## config.mk

```make
export PLATFORM = sky130hd
export DESIGN_NAME = dmc_top
export DESIGN_NICKNAME = d
export VERILOG_FILES = /design/src/dmc_pkg.sv /design/src/dmc_top.sv /design/src/dmc_decode.sv
export SDC_FILE = /design/constraint.sdc
export NUM_CORES = 1
export LEC_CHECK = 0
export ABC_AREA = 1
export BUFFER_PORTS_ARGS = -buffer_cell sky130_fd_sc_hd__buf_2
export CORE_MARGIN = 2
export CORE_UTILIZATION = 47
export DETAILED_ROUTE_END_ITERATION = 10
export HOLD_SLACK_MARGIN = 0.02
export PLACE_DENSITY = 0.81
export SYNTH_ARGS = -nofsm -noshare
export SYNTH_HDL_FRONTEND = slang
export SYNTH_SLANG_ARGS = --single-unit
```

## constraint.sdc

```tcl
create_clock -name pclk -period 1.78 [get_ports pclk]
set_input_delay 0 -clock pclk [delete_from_list [all_inputs] [get_ports pclk]]
set_output_delay 0 -clock pclk [all_outputs]
set_load 0.02 [all_outputs]
```

## src/dmc_pkg.sv

```systemverilog
// Package with register map, field layout, reset values and mode codes of the DAC mode control
package dmc_pkg;

  // Register byte offsets (word aligned)
  localparam logic [11:0] DMC_CONTROL_OFS = 12'h000;
  localparam logic [11:0] DMC_CODE_OFS = 12'h004;
  localparam logic [11:0] DMC_STATUS_OFS = 12'h008;

  // Control register field positions
  localparam int DMC_FULL_RANGE_BIT = 7;
  localparam int DMC_DRIVE_BIT = 6;
  localparam int DMC_MODE_MSB = 2;

  // Reset values
  localparam logic [7:0] DMC_CONTROL_RST = 8'h80;
  localparam logic [7:0] DMC_CODE_RST = 8'h00;

  // Mode codes
  localparam logic [2:0] DMC_MODE_OFF = 3'h0;
  localparam logic [2:0] DMC_MODE_AMP = 3'h1;
  localparam logic [2:0] DMC_MODE_INT = 3'h2;
  localparam logic [2:0] DMC_MODE_UNBUF = 3'h4;
  localparam logic [2:0] DMC_MODE_UNBUF_AMP = 3'h5;
  localparam logic [2:0] DMC_MODE_BUF = 3'h7;

endpackage : dmc_pkg

```

## src/dmc_top.sv

```systemverilog
// APB slave with control and code registers and registered analog controls of the DAC
// Operation
// [RULE1] Eight-bit code spans low to high reference
// [RULE2] Bit 7 selects full or reduced range
// [RULE3] Bit 6 high selects high drive
// [RULE4] Bits 2:0 encode the six modes
// [RULE5] Reserved mode writes keep previous mode
// [RULE6] Stop disables amplifier, opens S1, S2
// [RULE7] Stop leaves register contents unchanged
// [RULE8] Control register accessible at any time
// [RULE9] Unbuffered pin connected only in unbuffered modes
// [RULE10] Amplifier output routed only when enabled
// [RULE11] Software waits settling after enable, stop
// [RULE12] Switch decode per mode table
// [RULE13] Reset gives off mode, all open
// [RULE14] Full range is reset default
// [RULE15] Separate code register sets network code
// [RULE16] Analog controls registered on bus clock
//
// Local design decisions: the APB interface to the registers and the register offsets.
`timescale 1ns/10ps
module dmc_top (
  input wire logic pclk,
  input wire logic presetn,
  input wire logic psel,
  input wire logic penable,
  input wire logic pwrite,
  input wire logic [11:0] paddr,
  input wire logic [31:0] pwdata,
  input wire logic [3:0] pstrb,
  output logic [31:0] prdata,
  output logic pready,
  output logic pslverr,
  input wire logic cpu_stop,
  output logic net_enable,
  output logic amp_enable,
  output logic full_range_sel,
  output logic high_drive_sel,
  output logic [7:0] net_code,
  output logic amp_feedback_switch,
  output logic buffer_path_switch,
  output logic unbuffered_path_switch
);

  ////////////////////////////////////////////////////////////////////////////
  // Stop input synchroniser

  logic stop_meta_reg; // First stage, read only by second
  logic stop_sync_reg; // Synchronised stop level

  // Two flip-flop synchroniser for stop pin
  always_ff @(posedge pclk or negedge presetn) begin
    if (!presetn) begin
      stop_meta_reg <= 1'b0;
      stop_sync_reg <= 1'b0;
    end else begin
      stop_meta_reg <= cpu_stop;
      stop_sync_reg <= stop_meta_reg;
    end
  end

  ////////////////////////////////////////////////////////////////////////////
  // APB decode

  logic [7:0] control_reg; // Range, drive and mode
  logic [7:0] code_reg; // Output code
  logic [7:0] control_next;
  logic [7:0] code_next;

  // Access phase strobes
  wire access = psel & penable;
  wire wr_en = access & pwrite & pstrb[0];
  wire sel_control = (paddr == dmc_pkg::DMC_CONTROL_OFS);
  wire sel_code = (paddr == dmc_pkg::DMC_CODE_OFS);
  wire sel_status = (paddr == dmc_pkg::DMC_STATUS_OFS);
  wire mapped = sel_control | sel_code | sel_status;

  // [RULE8] no access restriction, zero wait
  assign pready = 1'b1;
  assign pslverr = access & ~mapped;

  // [RULE4] legal mode detection
  wire [2:0] wr_mode = pwdata[dmc_pkg::DMC_MODE_MSB:0];
  wire mode_legal = (wr_mode == dmc_pkg::DMC_MODE_OFF) | (wr_mode == dmc_pkg::DMC_MODE_AMP) |
                    (wr_mode == dmc_pkg::DMC_MODE_INT) | (wr_mode == dmc_pkg::DMC_MODE_UNBUF) |
                    (wr_mode == dmc_pkg::DMC_MODE_UNBUF_AMP) | (wr_mode == dmc_pkg::DMC_MODE_BUF);
  // [RULE5] reserved code keeps old mode
  wire [2:0] kept_mode = mode_legal ? wr_mode : control_reg[dmc_pkg::DMC_MODE_MSB:0];
  // [RULE2] range and [RULE3] drive bits
  wire [7:0] control_wr = {pwdata[dmc_pkg::DMC_FULL_RANGE_BIT], pwdata[dmc_pkg::DMC_DRIVE_BIT],
                           3'h0, kept_mode};

  assign control_next = (wr_en & sel_control) ? control_wr : control_reg;
  // [RULE15] code register write
  assign code_next = (wr_en & sel_code) ? pwdata[7:0] : code_reg;

  ////////////////////////////////////////////////////////////////////////////
  // Registers

  // Register storage; stop does not touch it
  // [RULE7] stop keeps registers
  always_ff @(posedge pclk or negedge presetn) begin
    if (!presetn) begin
      // [RULE13] [RULE14] reset defaults
      control_reg <= dmc_pkg::DMC_CONTROL_RST;
      code_reg <= dmc_pkg::DMC_CODE_RST;
    end else begin
      control_reg <= control_next;
      code_reg <= code_next;
    end
  end

  ////////////////////////////////////////////////////////////////////////////
  // Decode and output registers

  logic dec_net;
  logic dec_amp;
  logic dec_s1;
  logic dec_s2;
  logic dec_s3;

  // Mode decoder with stop override
  dmc_decode u_decode (
    .mode(control_reg[dmc_pkg::DMC_MODE_MSB:0]),
    .stop_mode(stop_sync_reg),
    .net_en(dec_net),
    .amp_en(dec_amp),
    .s1_close(dec_s1),
    .s2_close(dec_s2),
    .s3_close(dec_s3)
  );

  // Registered analog controls
  // [RULE16] registered controls
  always_ff @(posedge pclk or negedge presetn) begin
    if (!presetn) begin
      net_enable <= 1'b0;
      amp_enable <= 1'b0;
      full_range_sel <= dmc_pkg::DMC_CONTROL_RST[dmc_pkg::DMC_FULL_RANGE_BIT];
      high_drive_sel <= dmc_pkg::DMC_CONTROL_RST[dmc_pkg::DMC_DRIVE_BIT];
      net_code <= dmc_pkg::DMC_CODE_RST;
      amp_feedback_switch <= 1'b0;
      buffer_path_switch <= 1'b0;
      unbuffered_path_switch <= 1'b0;
    end else begin
      net_enable <= dec_net;
      // [RULE10] amplifier output gating
      amp_enable <= dec_amp;
      full_range_sel <= control_reg[dmc_pkg::DMC_FULL_RANGE_BIT];
      high_drive_sel <= control_reg[dmc_pkg::DMC_DRIVE_BIT];
      // [RULE1] full 8-bit code
      net_code <= code_reg;
      amp_feedback_switch <= dec_s1;
      buffer_path_switch <= dec_s2;
      unbuffered_path_switch <= dec_s3;
    end
  end

  ////////////////////////////////////////////////////////////////////////////
  // Read data

  // Status shows registered enables and switches (not range, drive or code) and synchronised stop
  wire [31:0] status_word = {24'h0, stop_sync_reg, 2'h0, unbuffered_path_switch, buffer_path_switch,
                             amp_feedback_switch, amp_enable, net_enable};
  wire [31:0] rd_mux = sel_control ? {24'h0, control_reg} :
                       sel_code ? {24'h0, code_reg} :
                       sel_status ? status_word : 32'h0;

  // Read data register, loaded in setup phase
  always_ff @(posedge pclk or negedge presetn) begin
    if (!presetn) begin
      prdata <= 32'h0;
    end else if (psel & ~penable & ~pwrite) begin
      prdata <= rd_mux;
    end
  end
endmodule : dmc_top

```

## src/dmc_decode.sv

```systemverilog
// Combinational mode decoder from mode code and stop request to analog controls
`timescale 1ns/10ps
module dmc_decode (
  input wire logic [2:0] mode,
  input wire logic stop_mode,
  output logic net_en,
  output logic amp_en,
  output logic s1_close,
  output logic s2_close,
  output logic s3_close
);

  // Per-mode decode before stop override
  wire is_amp = (mode == dmc_pkg::DMC_MODE_AMP);
  wire is_int = (mode == dmc_pkg::DMC_MODE_INT);
  wire is_unbuf = (mode == dmc_pkg::DMC_MODE_UNBUF);
  wire is_unbuf_amp = (mode == dmc_pkg::DMC_MODE_UNBUF_AMP);
  wire is_buf = (mode == dmc_pkg::DMC_MODE_BUF);

  // [RULE12] switch decode
  assign net_en = is_int | is_unbuf | is_unbuf_amp | is_buf;
  // [RULE6] stop forces amplifier off
  assign amp_en = (is_amp | is_unbuf_amp | is_buf) & ~stop_mode;
  // [RULE6] stop opens S1 and S2
  assign s1_close = (is_amp | is_unbuf_amp) & ~stop_mode;
  assign s2_close = is_buf & ~stop_mode;
  // [RULE9] unbuffered path only in unbuffered modes
  assign s3_close = is_unbuf | is_unbuf_amp;

endmodule : dmc_decode

```

-- Word-level counts from Yosys, hierarchy flattened
Index checks and enable logic that the tools add are counted.
- flip-flop bits (word level): 62
- bits of input ports: 54
- output and inout port bits: 49
- logic and storage cells: 60
- equality and inequality tests: 12
- muxes and demuxes: 3
- bitwise operators: 28
- reduce and logical (&&, ||, !) cells: 3
- operators with widths (operator ; number):
    2-to-1 mux 8 bit ; 3
    == test 3 bit, second input constant ; 6
    OR 1 bit ; 13
    == test 12 x 3 -> 1 bit, second input constant ; 1
    == test 12 x 4 -> 1 bit, second input constant ; 1
    zero test 12 bit ; 1
    AND 1 bit ; 11
    == test 3 x 1 -> 1 bit, second input constant ; 2
    == test 3 x 2 -> 1 bit, second input constant ; 2
    inverter 1 bit ; 4
    zero test 3 bit ; 1
    AND reduction 2 bit ; 1

-- Longest topological paths before layout
- depth in word-level cells: 7
- depth in mapped cells: 8
- depth with buffers taken out: 8

-- Modules after synthesis
From an unflattened synthesis, not the netlist that was laid out.
- cells, all modules: 215
- area, all modules: 1894.3 µm²
- modules (own cells, without submodules) (module ; times used ; cells an instance ; area an instance (µm²) ; sequential area each (µm²)):
    dmc_top ; 1 ; 202 ; 1840.5 ; 953.4
    dmc_decode ; 1 ; 13 ; 53.8 ; 0.0

-- Worst setup path after synthesis
Ideal clock, no wire load.
- path kind: register to register
- start point: register control_reg[0]
- end point: register buffer_path_switch
- setup time: 0.086 ns
- data arrival time: 0.782 ns
- required time: 1.694 ns
- slack: 0.912 ns
- cell stages (with the launch flop): 4
- buffers on the path: 0
- period minus slack after synthesis: 0.868 ns
- cell sequence: dfrtp_1 > inv_1 > or2_2 > nor3_1
- cells in the longest elaborated chain, start to end: 2
- ends and longest elaborated chain (what ; RTL line ; source):
    from (decl) ; dmc_top.sv:65 ; logic [7:0] control_reg;
    from (signal assigned) ; dmc_top.sv:105 ; control_reg <= dmc_pkg::DMC_CONTROL_RST;
    from (signal assigned) ; dmc_top.sv:108 ; control_reg <= control_next;
    == test 3 bit ; dmc_decode.sv:18 ; wire is_buf = (mode == dmc_pkg::DMC_MODE_BUF);
    AND 1 bit ; dmc_decode.sv:26 ; assign s2_close = is_buf & ~stop_mode;
    net dec_s2 ; dmc_top.sv:119 ; logic dec_s2;
    to (signal assigned) ; dmc_top.sv:154 ; buffer_path_switch <= dec_s2;
    to (decl) ; dmc_top.sv:41 ; output logic buffer_path_switch,
The timed path passes the listed nets, and every way through them passes these cells.
A chain may end at the register's enable or synchronous reset.

-- Worst setup path after layout
Same ends and word-level chain as after synthesis.

==> impl_metrics.env <==
export IMPL_reg2reg_from="control_reg[0]$_DFFE_PN0P_"
export IMPL_clk_path_buf_depth=2
export IMPL_yosys_register_bits=38
export IMPL_grt_use_total=0.177
export IMPL_combPwrFrac=0.081
export IMPL_hold_viol=0
export IMPL_vias=1430
export IMPL_leakagePower_nw=1.41
export IMPL_clk_latency_ns=0.29
export IMPL_syn_cell_area_um2=1870
export IMPL_cts_resized=0
export IMPL_nNetsFinal=327
export IMPL_tightest_slew_ns=0.808
export IMPL_cap_violations=0
export IMPL_grt_pass1_vias=1307
export IMPL_cpMaxStageDelayCell="dfrtp_1"
export IMPL_clock_sinks=38
export IMPL_yosys_warnings=0
export IMPL_yosysTopAreaCellShare=0.483
export IMPL_route_detailed_drc=0
export IMPL_synth_compound_area_frac=0.0751
export IMPL_post_synth_fa_ha_maj_area_fraction=0
export IMPL_synthXorXnorAreaFrac=0
export IMPL_hpwl_um=2590
export IMPL_h_tree_depth=2
export IMPL_grt_use_met3=0.0557
export IMPL_endpoint="buffer_path_switch$_DFF_PN0_"
export IMPL_initial_utilization=0.498
export IMPL_setup_viol=0
export IMPL_synthTopCellsByArea="dfrtp_1 48%, nand2_1 11%, buf_4 10%, inv_1 5.4%, nand3_1 4.8%"
export IMPL_synth_commonest_cells="55 x nand2_1, 36 x dfrtp_1, 27 x inv_1"
export IMPL_port_buffers=50
export IMPL_antennaDiodeCount=0
export IMPL_rrSetupSlack_ns=0.77
export IMPL_grt_use_met2=0.304
export IMPL_gr_total_overflow=0
export IMPL_cts_root_buf="clkbuf_8"
export IMPL_critPathMaxStageDelay_ns=0.38
export IMPL_syn_to_final_growth_pct=23.0
export IMPL_viasPerCell=4.44
export IMPL_min_delay_path_class="input port to register"
export IMPL_ys_types=22
export IMPL_rsz0062_at_grt="false"
export IMPL_maxSlewHeadroom=0.462
export IMPL_synthMuxAreaShare=0
export IMPL_cp_arrival_ns=1.21
export IMPL_synthArstFlopShare=1.00
export IMPL_gp_congestion=0.857
export IMPL_startpoint_type="register"
export IMPL_ctsHoldBuffers=10
export IMPL_numCtsBuffers=5
export IMPL_cp_cell_sequence="inv_1 -> or2_2 -> nor3_1"
export IMPL_drtAntennaViolNets=0
export IMPL_swShare=0.212
export IMPL_power_internal_mw=1.51
export IMPL_antenna_found_initial=0
export IMPL_critPathKind="register to register"
export IMPL_r2r_end="buffer_path_switch$_DFF_PN0_"
export IMPL_power_mw=1.92
export IMPL_syn_avg_cell_area_um2=8.88
export IMPL_cts_tree="built"
export IMPL_die_x_um=67
export IMPL_power_density_nw_per_um2=835
export IMPL_p_seq_frac=0.453
export IMPL_synth_top_family_by_area="simple AND/OR/NAND/NOR gates"
export IMPL_hp_start="paddr[2]"
export IMPL_reg2regPathDepth=3
export IMPL_wl_per_cell_um=11.2
export IMPL_critPathLaunch="control_reg[0]$_DFFE_PN0P_"
export IMPL_dr_first_iter_drc_count=88
export IMPL_grt_max_degree=39
export IMPL_dieArea_um2=4490
export IMPL_die_height_um=67
export IMPL_layout_drive_gt1_share=0.292
export IMPL_max_freq_ghz=0.991
export IMPL_synth_edf_count=0
export IMPL_min_period_ns=1.01
export IMPL_postCtsSetupBuffers=0
export IMPL_yosys_area_top_type="dfrtp_1"
export IMPL_synth_simple_area_share=0.243
export IMPL_synth_most_common_cell="nand2_1"
export IMPL_io_pin_count=103
export IMPL_grt_use_met1=0.209
export IMPL_drt_total_wl_um=3600
export IMPL_core_um2=3740
export IMPL_synth_seq_area_share=0.511
export IMPL_tns_ns=0
export IMPL_dr_pass1_iters=4
export IMPL_drv_slew=0
export IMPL_worstPathMaxFanout=3
export IMPL_synthCells=210
export IMPL_ys_dominant_reg_cell="dfrtp_1"
export IMPL_clkTransAtPathRegs_ns=0.07
export IMPL_clkPwrFrac=0.467
export IMPL_rows=22
export IMPL_min_period_over_period=0.567
export IMPL_grt_pass1_wl_um=5750
export IMPL_crit_path_end_kind="register"
export IMPL_grt_busiest_layer="met2"
export IMPL_outcome="finished clean"
export IMPL_skew_ns=0.00385
export IMPL_required_ns=1.98
export IMPL_vdd_drop_max_mv=0.460
export IMPL_power_switching_mw=0.406
[final cells by class]
class,instances,area [um^2]
inverter,27,101
timing repair buffer,60,350
tap,48,60.1
clock inverter,2,60.1
fill,349,1450
clock buffer,6,82.6
multi-input combinational,141,687
sequential,38,953
[routing by layer]
layer | vias to the layer above | part of all wire
met3 | 6 | 0.073
met4 | 0 | 0.012
met1 | 651 | 0.42
li1 | 726 | -
met5 | - | 0
met2 | 47 | 0.49
[how the worst min path moves through the flow]
stage | end | depth (start not counted) | slack (ns)
after floorplan | amp_enable$_DFF_PN0_ | 0 | -0.30
after global placement | stop_meta_reg$_DFF_PN0_ | 1 | 0.11
after detailed placement | stop_meta_reg$_DFF_PN0_ | 1 | 0.11
after CTS | control_reg[7]$_DFFE_PN1P_ | 4 | 0.15
after global routing | control_reg[7]$_DFFE_PN1P_ | 4 | 0.19
final | control_reg[7]$_DFFE_PN1P_ | 4 | 0.15
[critical path: cells and delay by family, from the launching register on]
kind,cells,cell delay (ns)
buffers and inverters,1,0.08
AND/OR/NAND/NOR,2,0.46
flip-flops,1,0.38
[through the flow]
stage	hold slack [ns]	setup slack (ns)	util	area, um^2	std cells
3_3_place_gp	0.109	0.621	0.548	2050	304
6_report	0.148	0.771	0.613	2290	322
5_1_grt	0.187	0.696	0.613	2290	322
2_1_floorplan	-0.296	0.912	-	1950	233
3_5_place_dp	0.110	0.590	0.548	2050	304
4_1_cts	0.147	0.788	0.613	2290	322
[kinds of logic after synthesis]
group / Yosys count
compound gates: 20
buf+inv: 54
other cells: 2
simple gates: 96
flops: 38
[placed cells by master, fill, tap and decap left out]
| cell type | instances |
|---|---|
| a21oi_1 | 3 |
| nand3b_4 | 1 |
| nor2_4 | 1 |
| nand2_1 | 55 |
| buf_2 | 50 |
| dfrtp_1 | 36 |
| dlygate4sd3_1 | 10 |
| conb_1 | 25 |
| inv_1 | 27 |
| clkbuf_8 | 6 |
| dfstp_2 | 2 |
| o21ai_0 | 5 |
| nor2_8 | 1 |
| nand3_2 | 1 |
| o211ai_1 | 4 |
| nor2_2 | 2 |
| nor3_1 | 1 |
| nand3_1 | 18 |
| nand4_1 | 1 |
| bufinv_16 | 2 |
| o21ai_2 | 8 |
| nand2_2 | 5 |
| nor2_1 | 9 |
| or2_2 | 1 |
[power groups by stage]
stage                     clock network (mW)  registers, mW  logic (mW)
final                                  0.894          0.867       0.154
after global routing                   0.949          0.867       0.173
after CTS                              0.907          0.867       0.155
after detailed placement                   0          0.884       0.138
after global placement                     0          0.883       0.136
after floorplan                            0          0.884       0.123
Power figures use the tool's default switching activity.
